--- config.mk ---
export PLATFORM = sky130hd
export DESIGN_NAME = ocr_cmd_regs
export DESIGN_NICKNAME = d
export VERILOG_FILES = /design/src/core/ocr_cmd_regs_end.sv /design/src/core/ocr_pkg.sv /design/src/core/ocr_cmd_regs.sv
export SDC_FILE = /design/constraint.sdc
export NUM_CORES = 1
export LEC_CHECK = 0
export ABC_AREA = 1
export BUFFER_PORTS_ARGS = -buffer_cell sky130_fd_sc_hd__buf_2
export CORE_ASPECT_RATIO = 1.25
export CORE_MARGIN = 1.5
export CORE_UTILIZATION = 60
export DETAILED_ROUTE_END_ITERATION = 12
export GPL_TIMING_DRIVEN = 0
export PLACE_DENSITY = 0.79
export SYNTH_ARGS = -nofsm -noshare
export SYNTH_HDL_FRONTEND = slang
export SYNTH_SLANG_ARGS = --single-unit
--- constraint.sdc ---
create_clock -name sys_clk -period 3.3 [get_ports sys_clk]
set_clock_uncertainty 0.2 [all_clocks]
set_input_delay 0.165 -clock sys_clk [delete_from_list [all_inputs] [get_ports sys_clk]]
set_output_delay 0.165 -clock sys_clk [all_outputs]
set_load 0.01 [all_outputs]
--- src/core/ocr_cmd_regs_end.sv ---
// Intentionally minimal: no extra logic lives here.
// Assumes nothing.
`timescale 1ns/10ps
`default_nettype none
`default_nettype wire

--- src/core/ocr_pkg.sv ---
// Shared constants and types for the optical sensor command register slice.
// Assumes one system clock domain and an open-drain two-wire slave link.
package ocr_pkg;
    // Link address and register map
    localparam logic [6:0] OCR_DEV_ADDR = 7'h13;
    localparam logic [7:0] OCR_REG_CMD = 8'h80;
    localparam logic [7:0] OCR_REG_ID = 8'h81;
    localparam logic [7:0] OCR_REG_SPARE = 8'h82;
    localparam logic [7:0] OCR_REG_LED = 8'h83;
    localparam logic [7:0] OCR_REG_LIGHT_HI = 8'h85;
    localparam logic [7:0] OCR_REG_LIGHT_LO = 8'h86;
    localparam logic [7:0] OCR_REG_RANGE_HI = 8'h87;
    localparam logic [7:0] OCR_REG_RANGE_LO = 8'h88;
    localparam logic [7:0] OCR_RD_NONE = 8'h00;
    // Command register bit positions
    localparam int OCR_CMD_LOCK = 7;
    localparam int OCR_CMD_LIGHT_RDY = 6;
    localparam int OCR_CMD_RANGE_RDY = 5;
    localparam int OCR_CMD_LIGHT_GO = 4;
    localparam int OCR_CMD_RANGE_GO = 3;
    // Emitter drive field and bus byte length
    localparam logic [5:0] OCR_LED_RESET = 6'h02;
    localparam logic [5:0] OCR_LED_MAX = 6'h14;
    localparam logic [4:0] OCR_DRIVE_RESET = 5'h02;
    localparam logic [3:0] OCR_BITS_BYTE = 4'h8;

    typedef enum logic [6:0] {
        ST_IDLE = 7'h01,
        ST_ADDR = 7'h02,
        ST_AACK = 7'h04,
        ST_WBYTE = 7'h08,
        ST_WACK = 7'h10,
        ST_RBYTE = 7'h20,
        ST_RACK = 7'h40
    } ocr_bus_st_t;

    // One conversion result from the measurement engine
    typedef struct packed {
        logic done;
        logic [15:0] data;
    } ocr_conv_res_t;

    typedef struct packed {
        ocr_bus_st_t st;
        logic scl_q;
        logic sda_q;
        logic [3:0] cnt;
        logic [7:0] sh;
        logic rw;
        logic first;
        logic [7:0] ptr;
        logic sda_out;
        logic sda_oe_n;
        logic [5:0] led;
        logic [4:0] drive;
        logic light_busy;
        logic range_busy;
        logic light_rdy;
        logic range_rdy;
        logic [15:0] light_res;
        logic [15:0] range_res;
        logic [22:0] acc;
        logic [7:0] avg_left;
        logic [2:0] avg_sel;
        logic light_go;
        logic range_go;
    } ocr_state_t;

    localparam ocr_state_t OCR_STATE_RESET = '{st: ST_IDLE, scl_q: 1'b1, sda_q: 1'b1,
        sda_oe_n: 1'b1, led: OCR_LED_RESET, drive: OCR_DRIVE_RESET, default: '0};
endpackage : ocr_pkg

--- src/core/ocr_cmd_regs.sv ---
// Command, status, identification and emitter drive registers behind a two-wire slave.
// Assumes scl/sda inputs already synchronous to sys_clk; pad resolves sda from sda_oe_n.
// What this block does
// - Light ready set on result, cleared reading 85h/86h
// - Range ready set on result, cleared reading 87h/88h
// - Light trigger starts conversion; result at 85h/86h
// - Averaging runs several conversions, stores mean only
// - Range trigger starts conversion; result at 87h/88h
// - Both triggers in one write run together
// - Identification register read-only, part and revision
// - Register 82h has no function
// - Emitter register sets proximity LED current
// - Drive field times 10 mA, range 0-20
// - Drive values above 20 clamp to 200 mA
// - Top two emitter bits are read-only trim tag
// - Command register at 80h: lock, ready, trigger bits
// - Slave answers at seven-bit address 13h
`timescale 1ns/10ps
`default_nettype none
module ocr_cmd_regs
    import ocr_pkg::*;
#(
    parameter logic [7:0] PART_REV = 8'hA3, // Arbitrary identification value
    parameter logic [1:0] TRIM_TAG = 2'h1 // Arbitrary trim program value
) (
    input wire logic sys_clk,
    input wire logic resetn,
    input wire logic scl_in,
    input wire logic sda_in,
    output logic sda_out,
    output logic sda_oe_n,
    input wire logic [2:0] light_avg_sel,
    input wire ocr_pkg::ocr_conv_res_t light_conv,
    input wire ocr_pkg::ocr_conv_res_t range_conv,
    output logic light_conv_start,
    output logic range_conv_start,
    output logic [4:0] led_drive_code
);
    import ocr_pkg::*;

    ocr_state_t s;
    ocr_state_t n;
    logic rise, fall, start_c, stop_c;
    logic wr_en, load_rd, light_clr, range_clr, light_set, range_set;
    logic [7:0] rd;
    logic [22:0] light_sum;

    // Read data seen by the host for a given pointer
    function automatic logic [7:0] rd_byte(input logic [7:0] p, input ocr_state_t v);
        case (p)
            OCR_REG_CMD: rd_byte = {1'b1, v.light_rdy, v.range_rdy, v.light_busy,
                                    v.range_busy, 3'h0};
            OCR_REG_ID: rd_byte = PART_REV;
            OCR_REG_LED: rd_byte = {TRIM_TAG, v.led};
            OCR_REG_LIGHT_HI: rd_byte = v.light_res[15:8];
            OCR_REG_LIGHT_LO: rd_byte = v.light_res[7:0];
            OCR_REG_RANGE_HI: rd_byte = v.range_res[15:8];
            OCR_REG_RANGE_LO: rd_byte = v.range_res[7:0];
            default: rd_byte = OCR_RD_NONE;
        endcase
    endfunction : rd_byte

    // Codes above the limit would overdrive the emitter, so hold them at the top step
    function automatic logic [4:0] clamp_drive(input logic [5:0] v);
        clamp_drive = (v > OCR_LED_MAX) ? OCR_LED_MAX[4:0] : v[4:0];
    endfunction : clamp_drive

    // Line edges and bus conditions from last sampled levels
    assign rise = scl_in & ~s.scl_q;
    assign fall = ~scl_in & s.scl_q;
    assign start_c = scl_in & s.scl_q & s.sda_q & ~sda_in;
    assign stop_c = scl_in & s.scl_q & ~s.sda_q & sda_in;
    assign light_sum = s.acc + {7'h00, light_conv.data};

    // Next state of slave, register file and measurement sequencing
    always_comb begin
        n = s;
        wr_en = 1'b0;
        load_rd = 1'b0;
        light_clr = 1'b0;
        range_clr = 1'b0;
        light_set = 1'b0;
        range_set = 1'b0;
        rd = OCR_RD_NONE;
        n.scl_q = scl_in;
        n.sda_q = sda_in;
        n.light_go = 1'b0;
        n.range_go = 1'b0;
        if (start_c) begin
            n.st = ST_ADDR;
            n.cnt = 4'h0;
            n.sda_oe_n = 1'b1;
        end else if (stop_c) begin
            n.st = ST_IDLE;
            n.sda_oe_n = 1'b1;
        end else begin
            case (s.st)
                ST_ADDR, ST_WBYTE: begin
                    if (rise) begin
                        n.sh = {s.sh[6:0], sda_in};
                        n.cnt = s.cnt + 4'h1;
                    end else if (fall && s.cnt == OCR_BITS_BYTE) begin
                        n.cnt = 4'h0;
                        if (s.st == ST_WBYTE) begin
                            if (s.first) begin
                                n.ptr = s.sh;
                            end else begin
                                wr_en = 1'b1;
                                n.ptr = s.ptr + 8'h01;
                            end
                            n.first = 1'b0;
                            n.sda_oe_n = 1'b0;
                            n.st = ST_WACK;
                        end else if (s.sh[7:1] == OCR_DEV_ADDR) begin
                            n.rw = s.sh[0];
                            n.first = 1'b1;
                            n.sda_oe_n = 1'b0;
                            n.st = ST_AACK;
                        end else begin
                            n.st = ST_IDLE; // Other slaves' traffic is ignored
                        end
                    end
                end
                ST_AACK, ST_WACK: begin
                    if (fall) begin
                        if (s.st == ST_AACK && s.rw) begin
                            load_rd = 1'b1;
                        end else begin
                            n.sda_oe_n = 1'b1;
                            n.st = ST_WBYTE;
                        end
                    end
                end
                ST_RBYTE: begin
                    if (fall) begin
                        if (s.cnt == OCR_BITS_BYTE) begin
                            n.sda_oe_n = 1'b1;
                            n.st = ST_RACK;
                        end else begin
                            n.sda_oe_n = s.sh[7];
                            n.sh = {s.sh[6:0], 1'b0};
                            n.cnt = s.cnt + 4'h1;
                        end
                    end
                end
                ST_RACK: begin
                    if (rise && sda_in) begin
                        n.st = ST_IDLE; // Master's not-acknowledge ends the read
                    end else if (fall) begin
                        load_rd = 1'b1;
                    end
                end
                default: n.st = ST_IDLE;
            endcase
        end
        // Byte load for a read; open drain releases the line for a one
        if (load_rd) begin
            rd = rd_byte(s.ptr, s);
            n.sda_oe_n = rd[7];
            n.sh = {rd[6:0], 1'b0};
            n.cnt = 4'h1;
            n.ptr = s.ptr + 8'h01;
            n.st = ST_RBYTE;
            light_clr = (s.ptr == OCR_REG_LIGHT_HI) || (s.ptr == OCR_REG_LIGHT_LO);
            range_clr = (s.ptr == OCR_REG_RANGE_HI) || (s.ptr == OCR_REG_RANGE_LO);
        end
        // Register writes; identification, spare and result bytes ignore them
        if (wr_en && s.ptr == OCR_REG_CMD) begin
            if (s.sh[OCR_CMD_LIGHT_GO] && !s.light_busy) begin
                n.light_busy = 1'b1;
                n.light_go = 1'b1;
                n.acc = 23'h000000;
                n.avg_sel = light_avg_sel;
                n.avg_left = 8'((9'h001 << light_avg_sel) - 9'h001);
            end
            if (s.sh[OCR_CMD_RANGE_GO] && !s.range_busy) begin
                n.range_busy = 1'b1;
                n.range_go = 1'b1;
            end
        end
        if (wr_en && s.ptr == OCR_REG_LED) begin
            n.led = s.sh[5:0];
            n.drive = clamp_drive(s.sh[5:0]);
        end
        // Averaged light sequence: only the final mean becomes visible
        if (s.light_busy && light_conv.done) begin
            if (s.avg_left == 8'h00) begin
                n.light_res = 16'(light_sum >> s.avg_sel);
                n.light_busy = 1'b0;
                light_set = 1'b1;
            end else begin
                n.acc = light_sum;
                n.avg_left = s.avg_left - 8'h01;
                n.light_go = 1'b1;
            end
        end
        if (s.range_busy && range_conv.done) begin
            n.range_res = range_conv.data;
            n.range_busy = 1'b0;
            range_set = 1'b1;
        end
        // A result landing with the read that clears the flag keeps it set
        n.light_rdy = light_set | (s.light_rdy & ~light_clr);
        n.range_rdy = range_set | (s.range_rdy & ~range_clr);
    end

    // All state in one register
    always_ff @(posedge sys_clk or negedge resetn) begin
        if (!resetn) begin
            s <= OCR_STATE_RESET;
        end else begin
            s <= n;
        end
    end

    assign sda_out = s.sda_out;
    assign sda_oe_n = s.sda_oe_n;
    assign light_conv_start = s.light_go;
    assign range_conv_start = s.range_go;
    assign led_drive_code = s.drive;
endmodule : ocr_cmd_regs
`default_nettype wire

# After elaboration in Yosys (flattened, before gate mapping)
# Index checks and enable logic that the tools add are counted.
totals:
  register_bits: 115
  word_cells: 197
  inputBits: 41
  out_inout_bits: 9
classes:
  n_eq_ne: 33
  add_sub_neg: 5
  n_shift: 2
  reduce_logical: 35
  mux: 78
  order_cmp: 1
  bitwise: 21
ops:
  columns: ["operator", "n"]
  rows:
  - ["7-bit 2-to-1 mux", 11]
  - ["31-bit 2-to-1 mux", 2]
  - ["8-bit == test (second input constant)", 7]
  - ["8-bit one-hot mux with 7 select lines", 1]
  - ["5-bit != test (second input constant)", 8]
  - ["1-bit 2-to-1 mux", 39]
  - ["12-bit 2-to-1 mux", 3]
  - ["36-bit 2-to-1 mux", 1]
  - ["35-bit 2-to-1 mux", 1]
  - ["8-bit 2-to-1 mux", 4]
  - ["10-bit 2-to-1 mux", 3]
  - ["7-bit one-hot mux with 4 select lines", 1]
  - ["12-bit one-hot mux with 2 select lines", 1]
  - ["23-bit by 16-bit adder with 23-bit output", 1]
  - ["23-bit by 3-bit >> shifter with 16-bit output", 1]
  - ["22-bit 2-to-1 mux", 1]
  - ["7-bit AND reduction", 3]
  - ["18-bit 2-to-1 mux", 1]
  - ["6-bit AND reduction", 3]
  - ["8-bit by 1-bit subtractor with 8-bit output (second input constant)", 2]
  - ["7-bit by 5-bit == test with 1-bit output (second input constant)", 2]
  - ["4-bit 2-to-1 mux", 3]
  - ["2-bit nonzero test", 6]
  - ["1-bit NOT", 10]
  - ["other kinds (32)", 60]

# Depth between registers and ports, before layout
logic_depth:
  ltp_word: 12
  depth_mapped: 17
  ltp_nobuf: 17

# Worst setup path after synthesis
# Ideal clock, no wire load.
synth_timing:
  path_type: "register to register"
  from: "register s[13] (netlist bit)"
  to: "register s[64] (netlist bit)"
  stages_incl_launch_ff: 17
  slack_ps: 1014
  t_arrival_ps: 1969
  n_path_buf: 0
  setup_time_ps: 117
  synth_period_minus_slack_ps: 2286
  required_ps: 2983
  cell_sequence: "dfrtp_1 -> ha_1 -> fa_1 -> nand3_1 -> nand3_1 -> nand2_1 -> nand2_1 -> nand2_1 -> nand2_1 -> nand2_1 -> nand3_1 -> nand3_1 -> nand2_1 -> nand2_1 -> nand2_1 -> nand2_1 -> nand2_1"
synth_between:
  elab_chain_cells: 2
synth_rtl:
  columns: ["element", "line", "source"]
  rows:
  - ["from (decl)", "ocr_cmd_regs.sv:41", "ocr_state_t s;"]
  - ["from (signal assigned)", "ocr_cmd_regs.sv:212", "s <= n;"]
  - ["23-bit by 16-bit adder with 23-bit output", "ocr_cmd_regs.sv:73", "assign light_sum = s.acc + {7'h00, light_conv.data};"]
  - ["23-bit by 3-bit >> shifter with 16-bit output", "ocr_cmd_regs.sv:188", "n.light_res = 16'(light_sum >> s.avg_sel);"]
# No other way between the ends.
# A chain may end at the register's enable or synchronous reset.

# Final worst setup path
layout_timing:
  from: "register s[13] (netlist bit)"
  to: "register s[53] (netlist bit)"
# The elaborated chain is that of the path after synthesis.

==> run_results.csv <==
group,metric,value,unit
worst_setup_path,slowest_delay,0.46,ns
global_routing,grt_max_degree,81,
synthesis,ys_top_cells_by_area,"dfrtp_1, nand2_1, nand3_1",
sta,maxSlewHeadroom,48.5,%
worst_setup_path,crit_chain,"ha_1 -> fa_1 -> nand3_1 -> nand3_1 -> nand2_1 -> nand2_1 -> xnor2_1 -> nand2_1 -> nand3_1 -> nand3_1 -> o211ai_1 -> o21ai_0",
global_routing,grt_pass1_vias,7812,
synthesis,avgSynthCellArea,7.06,µm²
sta,timing_hold_violations_final,2,
outcome,outcome,"finished, violations left",
pwr,power_density,663,nW/µm²
route,antenna_left,0,
clocking,cts.clk_slew.worst_paths,0.06,ns
worst_setup_path,cp_slowest_cell,"fa_1",
synthesis,yosysMostFrequentCell,"nand2_1",
sta,fin_setup_tns,0,ns
sta,fmax,0.358,GHz
floorplan,die_w,106,µm
clocking,cts_setup_buffers,0,
sta,hold_ws,-0.00240,ns
floorplan,start_util,62.1,%
worst_setup_path,worstSetupPathType,"flop to flop",
route,drt_pass1_iterations,6,
worst_setup_path,crit_fanout,5,
pwr,fin_total_pwr,6.16,mW
global_routing,grt_pass1_wl,36400,µm
sta,slew_viol_final,0,
route,wire_per_inst,15.8,µm
global_routing,use_met1,35.9,%
clocking,clk_latency,0.43,ns
synthesis,synth_edf_count,0,
floorplan,num_io_pins,50,
clocking,clock_tree.buffer_depth,2,
route,drc_errors,0,
floorplan,die_area,13900,µm²
placed_design,portBuffers,48,
synthesis,yosys.area.top_type_share,34.4,%
route,via_per_inst,5.61,
synthesis,synth_area,7930,µm²
global_routing,gr-usage-met3,6.15,%
clocking,htree_levels,4,
clocking,cts-root-buf,"clkbuf_16",
floorplan,rows,46,
synthesis,synth_seq_cells,115,
pwr,total_leakage_power,4.80,nW
flow_run,cap_viol_max_count,0,
synthesis,synthTopCellsByCount,"nand2_1, inv_1, nand3_1",
worst_setup_path,critPathMostFrequentCell,"nand3_1",
worst_setup_path,critPathRequiredTime,3.40,ns
worst_setup_path,arrival,2.90,ns
floorplan,core,12800,µm²
sta,period_minus_slack,2.79,ns
route,routed-via-count,7842,
hold_path,hp-class,"input port to asynchronous set/reset pin",
synthesis,synth_top_area_cell,"dfrtp_1",
synthesis,async_flop_share,100,%
global_routing,grt_overflow,0,
global_routing,grt_busiest_layer,"met2",
placed_design,dp_slack,0.605,ns
route,first_iter_violations,550,
route,drt_wl_total,22200,µm
synthesis,synth-main-ff-cell,"dfrtp_1",
global_routing,use_met2,58.7,%
synthesis,yosysUniqueCellTypes,54,
final_layout,syn_to_final_growth,17.1,%
synthesis,netlist_instances,1124,
pwr,irDropWorstVdd,0.409,mV
floorplan,die_h,132,µm
worst_setup_path,crit_path_end_kind,"flop",
synthesis,synth_nets,1190,
placed_design,gp_congestion,0.973,
clocking,ctsResizeCount,0,
global_routing,antenna_found_initial,0,
final_layout,drive_gt1_share,13.7,%
sta,fin_crit_sh,84.7,%
sta,fin_ws,0.506,ns
worst_setup_path,cp-start-kind,"flop",
outcome,violations,"hold timing",
clocking,numClockSinks,115,
clocking,cts_tree,"yes",
sta,rsz0062_at_grt,"false",
worst_setup_path,crit_family,"simple AND/OR/NAND/NOR gates",
final_layout,nNetsFinal,1283,
clocking,cts_made_buffers,17,
global_routing,track_usage,33.3,%
synthesis,ys_seq_area_share,36.4,%
placed_design,dpl.hpwl,16400,µm
worst_setup_path,cp_num_buf_inv,0,
synthesis,yosysWarnings,0,
sta,worstMarginPinSlew,0.766,ns
sta,finalSetupViolCount,0,
## cell usage in the layout (no fill, tap or decap), types with 4 or more instances in the layout
cell and instances:
nor2_1 65, buf_4 8, nor2_2 6, clkinv_2 4, nand3_1 131, o22ai_1 6
nor3_1 16, o21ai_0 65, ha_1 24, nand4_1 18, nand2_2 10, xor2_1 11
xnor2_1 8, dlygate4sd3_1 25, a21oi_1 32, o21ai_1 20, dfstp_2 6, bufinv_16 4
inv_2 8, clkbuf_1 16, a31oi_1 5, inv_1 132, buf_2 55, nor2_4 4
a31o_2 5, nand2_1 344, o31ai_1 4, mux2_2 14, dfrtp_1 109, o211ai_1 8
clkbuf_16 17
## cell type report
type	instances	area, µm²
timing repair buffer	74	524
buffer	32	175
antenna	1	2.50
multi-input combinational	835	4340
tap	168	210
clock buffer	22	464
fill	1099	3490
clock inverter	10	155
inverter	142	536
sequential	115	2890
## what timing repair did
item | CTS | global route
setup endpoints to repair | 0 | 0
hold endpoints to repair | 138 | 0
hold buffers | 25 | 0
## where the power goes
group | internal (mW) | total [mW] | switching (mW)
logic | 0.820 | 2.32 | 1.49
registers | 1.69 | 1.88 | 0.195
clock network | 1.30 | 1.96 | 0.666
## path summary, 6_finish.rpt
kind	endpoint	slack [ns]	start	cells after the start
worst min-delay path	s[88]	-0.002	resetn	2
worst min register to register	s[54]	0.28	s[54]	2
max in group asynchronous	s[107]	2.15	resetn	3
worst max register to register	s[53]	0.51	s[13]	12
worst max-delay path	s[53]	0.51	s[13]	12
min in group sys_clk	s[14]	0.07	light_conv[1]	4
## worst register-to-register path, cell delays in order, from the launching register on
cell and delay [ns]:
dfrtp_1 0.39, ha_1 0.24, fa_1 0.46, nand3_1 0.10
nand3_1 0.15, nand2_1 0.09, nand2_1 0.19, xnor2_1 0.32
nand2_1 0.12, nand3_1 0.10, nand3_1 0.09, o211ai_1 0.11
o21ai_0 0.11
## metal layers
metal	share of wire, %	up-vias
li1	-	3871
met1	38	3600
met2	51	265
met3	4.6	106
met4	6.3	0
met5	0	-
## logic make-up after synthesis
group | share of synthesized area [%]
buffers and inverters | 8.96
DFF | 36.4
xor gates and xnor gates | 2.10
AOI/OAI and AO/OA | 11.4
and+or+nand+nor | 35.1
muxes | 1.99
other | 0.0473
adders and majority gates | 4.04
## sequential cells by signal, summed over array words and instances (netlist names)
register          flops
s                   107
light_conv_start      1
range_conv_start      1
led_drive_code        5
sda_oe_n              1
## per-stage QoR
step                      hold slack [ns]  util [%]  cells  area (µm²)
after floorplan                    -0.331         -   1124        7930
after global placement             0.0902      65.6   1340        8380
after detailed placement           -0.118      65.9   1341        8420
after CTS                          0.0112      72.7   1398        9290
after global routing               0.0613      72.7   1398        9290
final                            -0.00240      72.7   1399        9290
No activity file was read; power rests on OpenSTA's default activity.
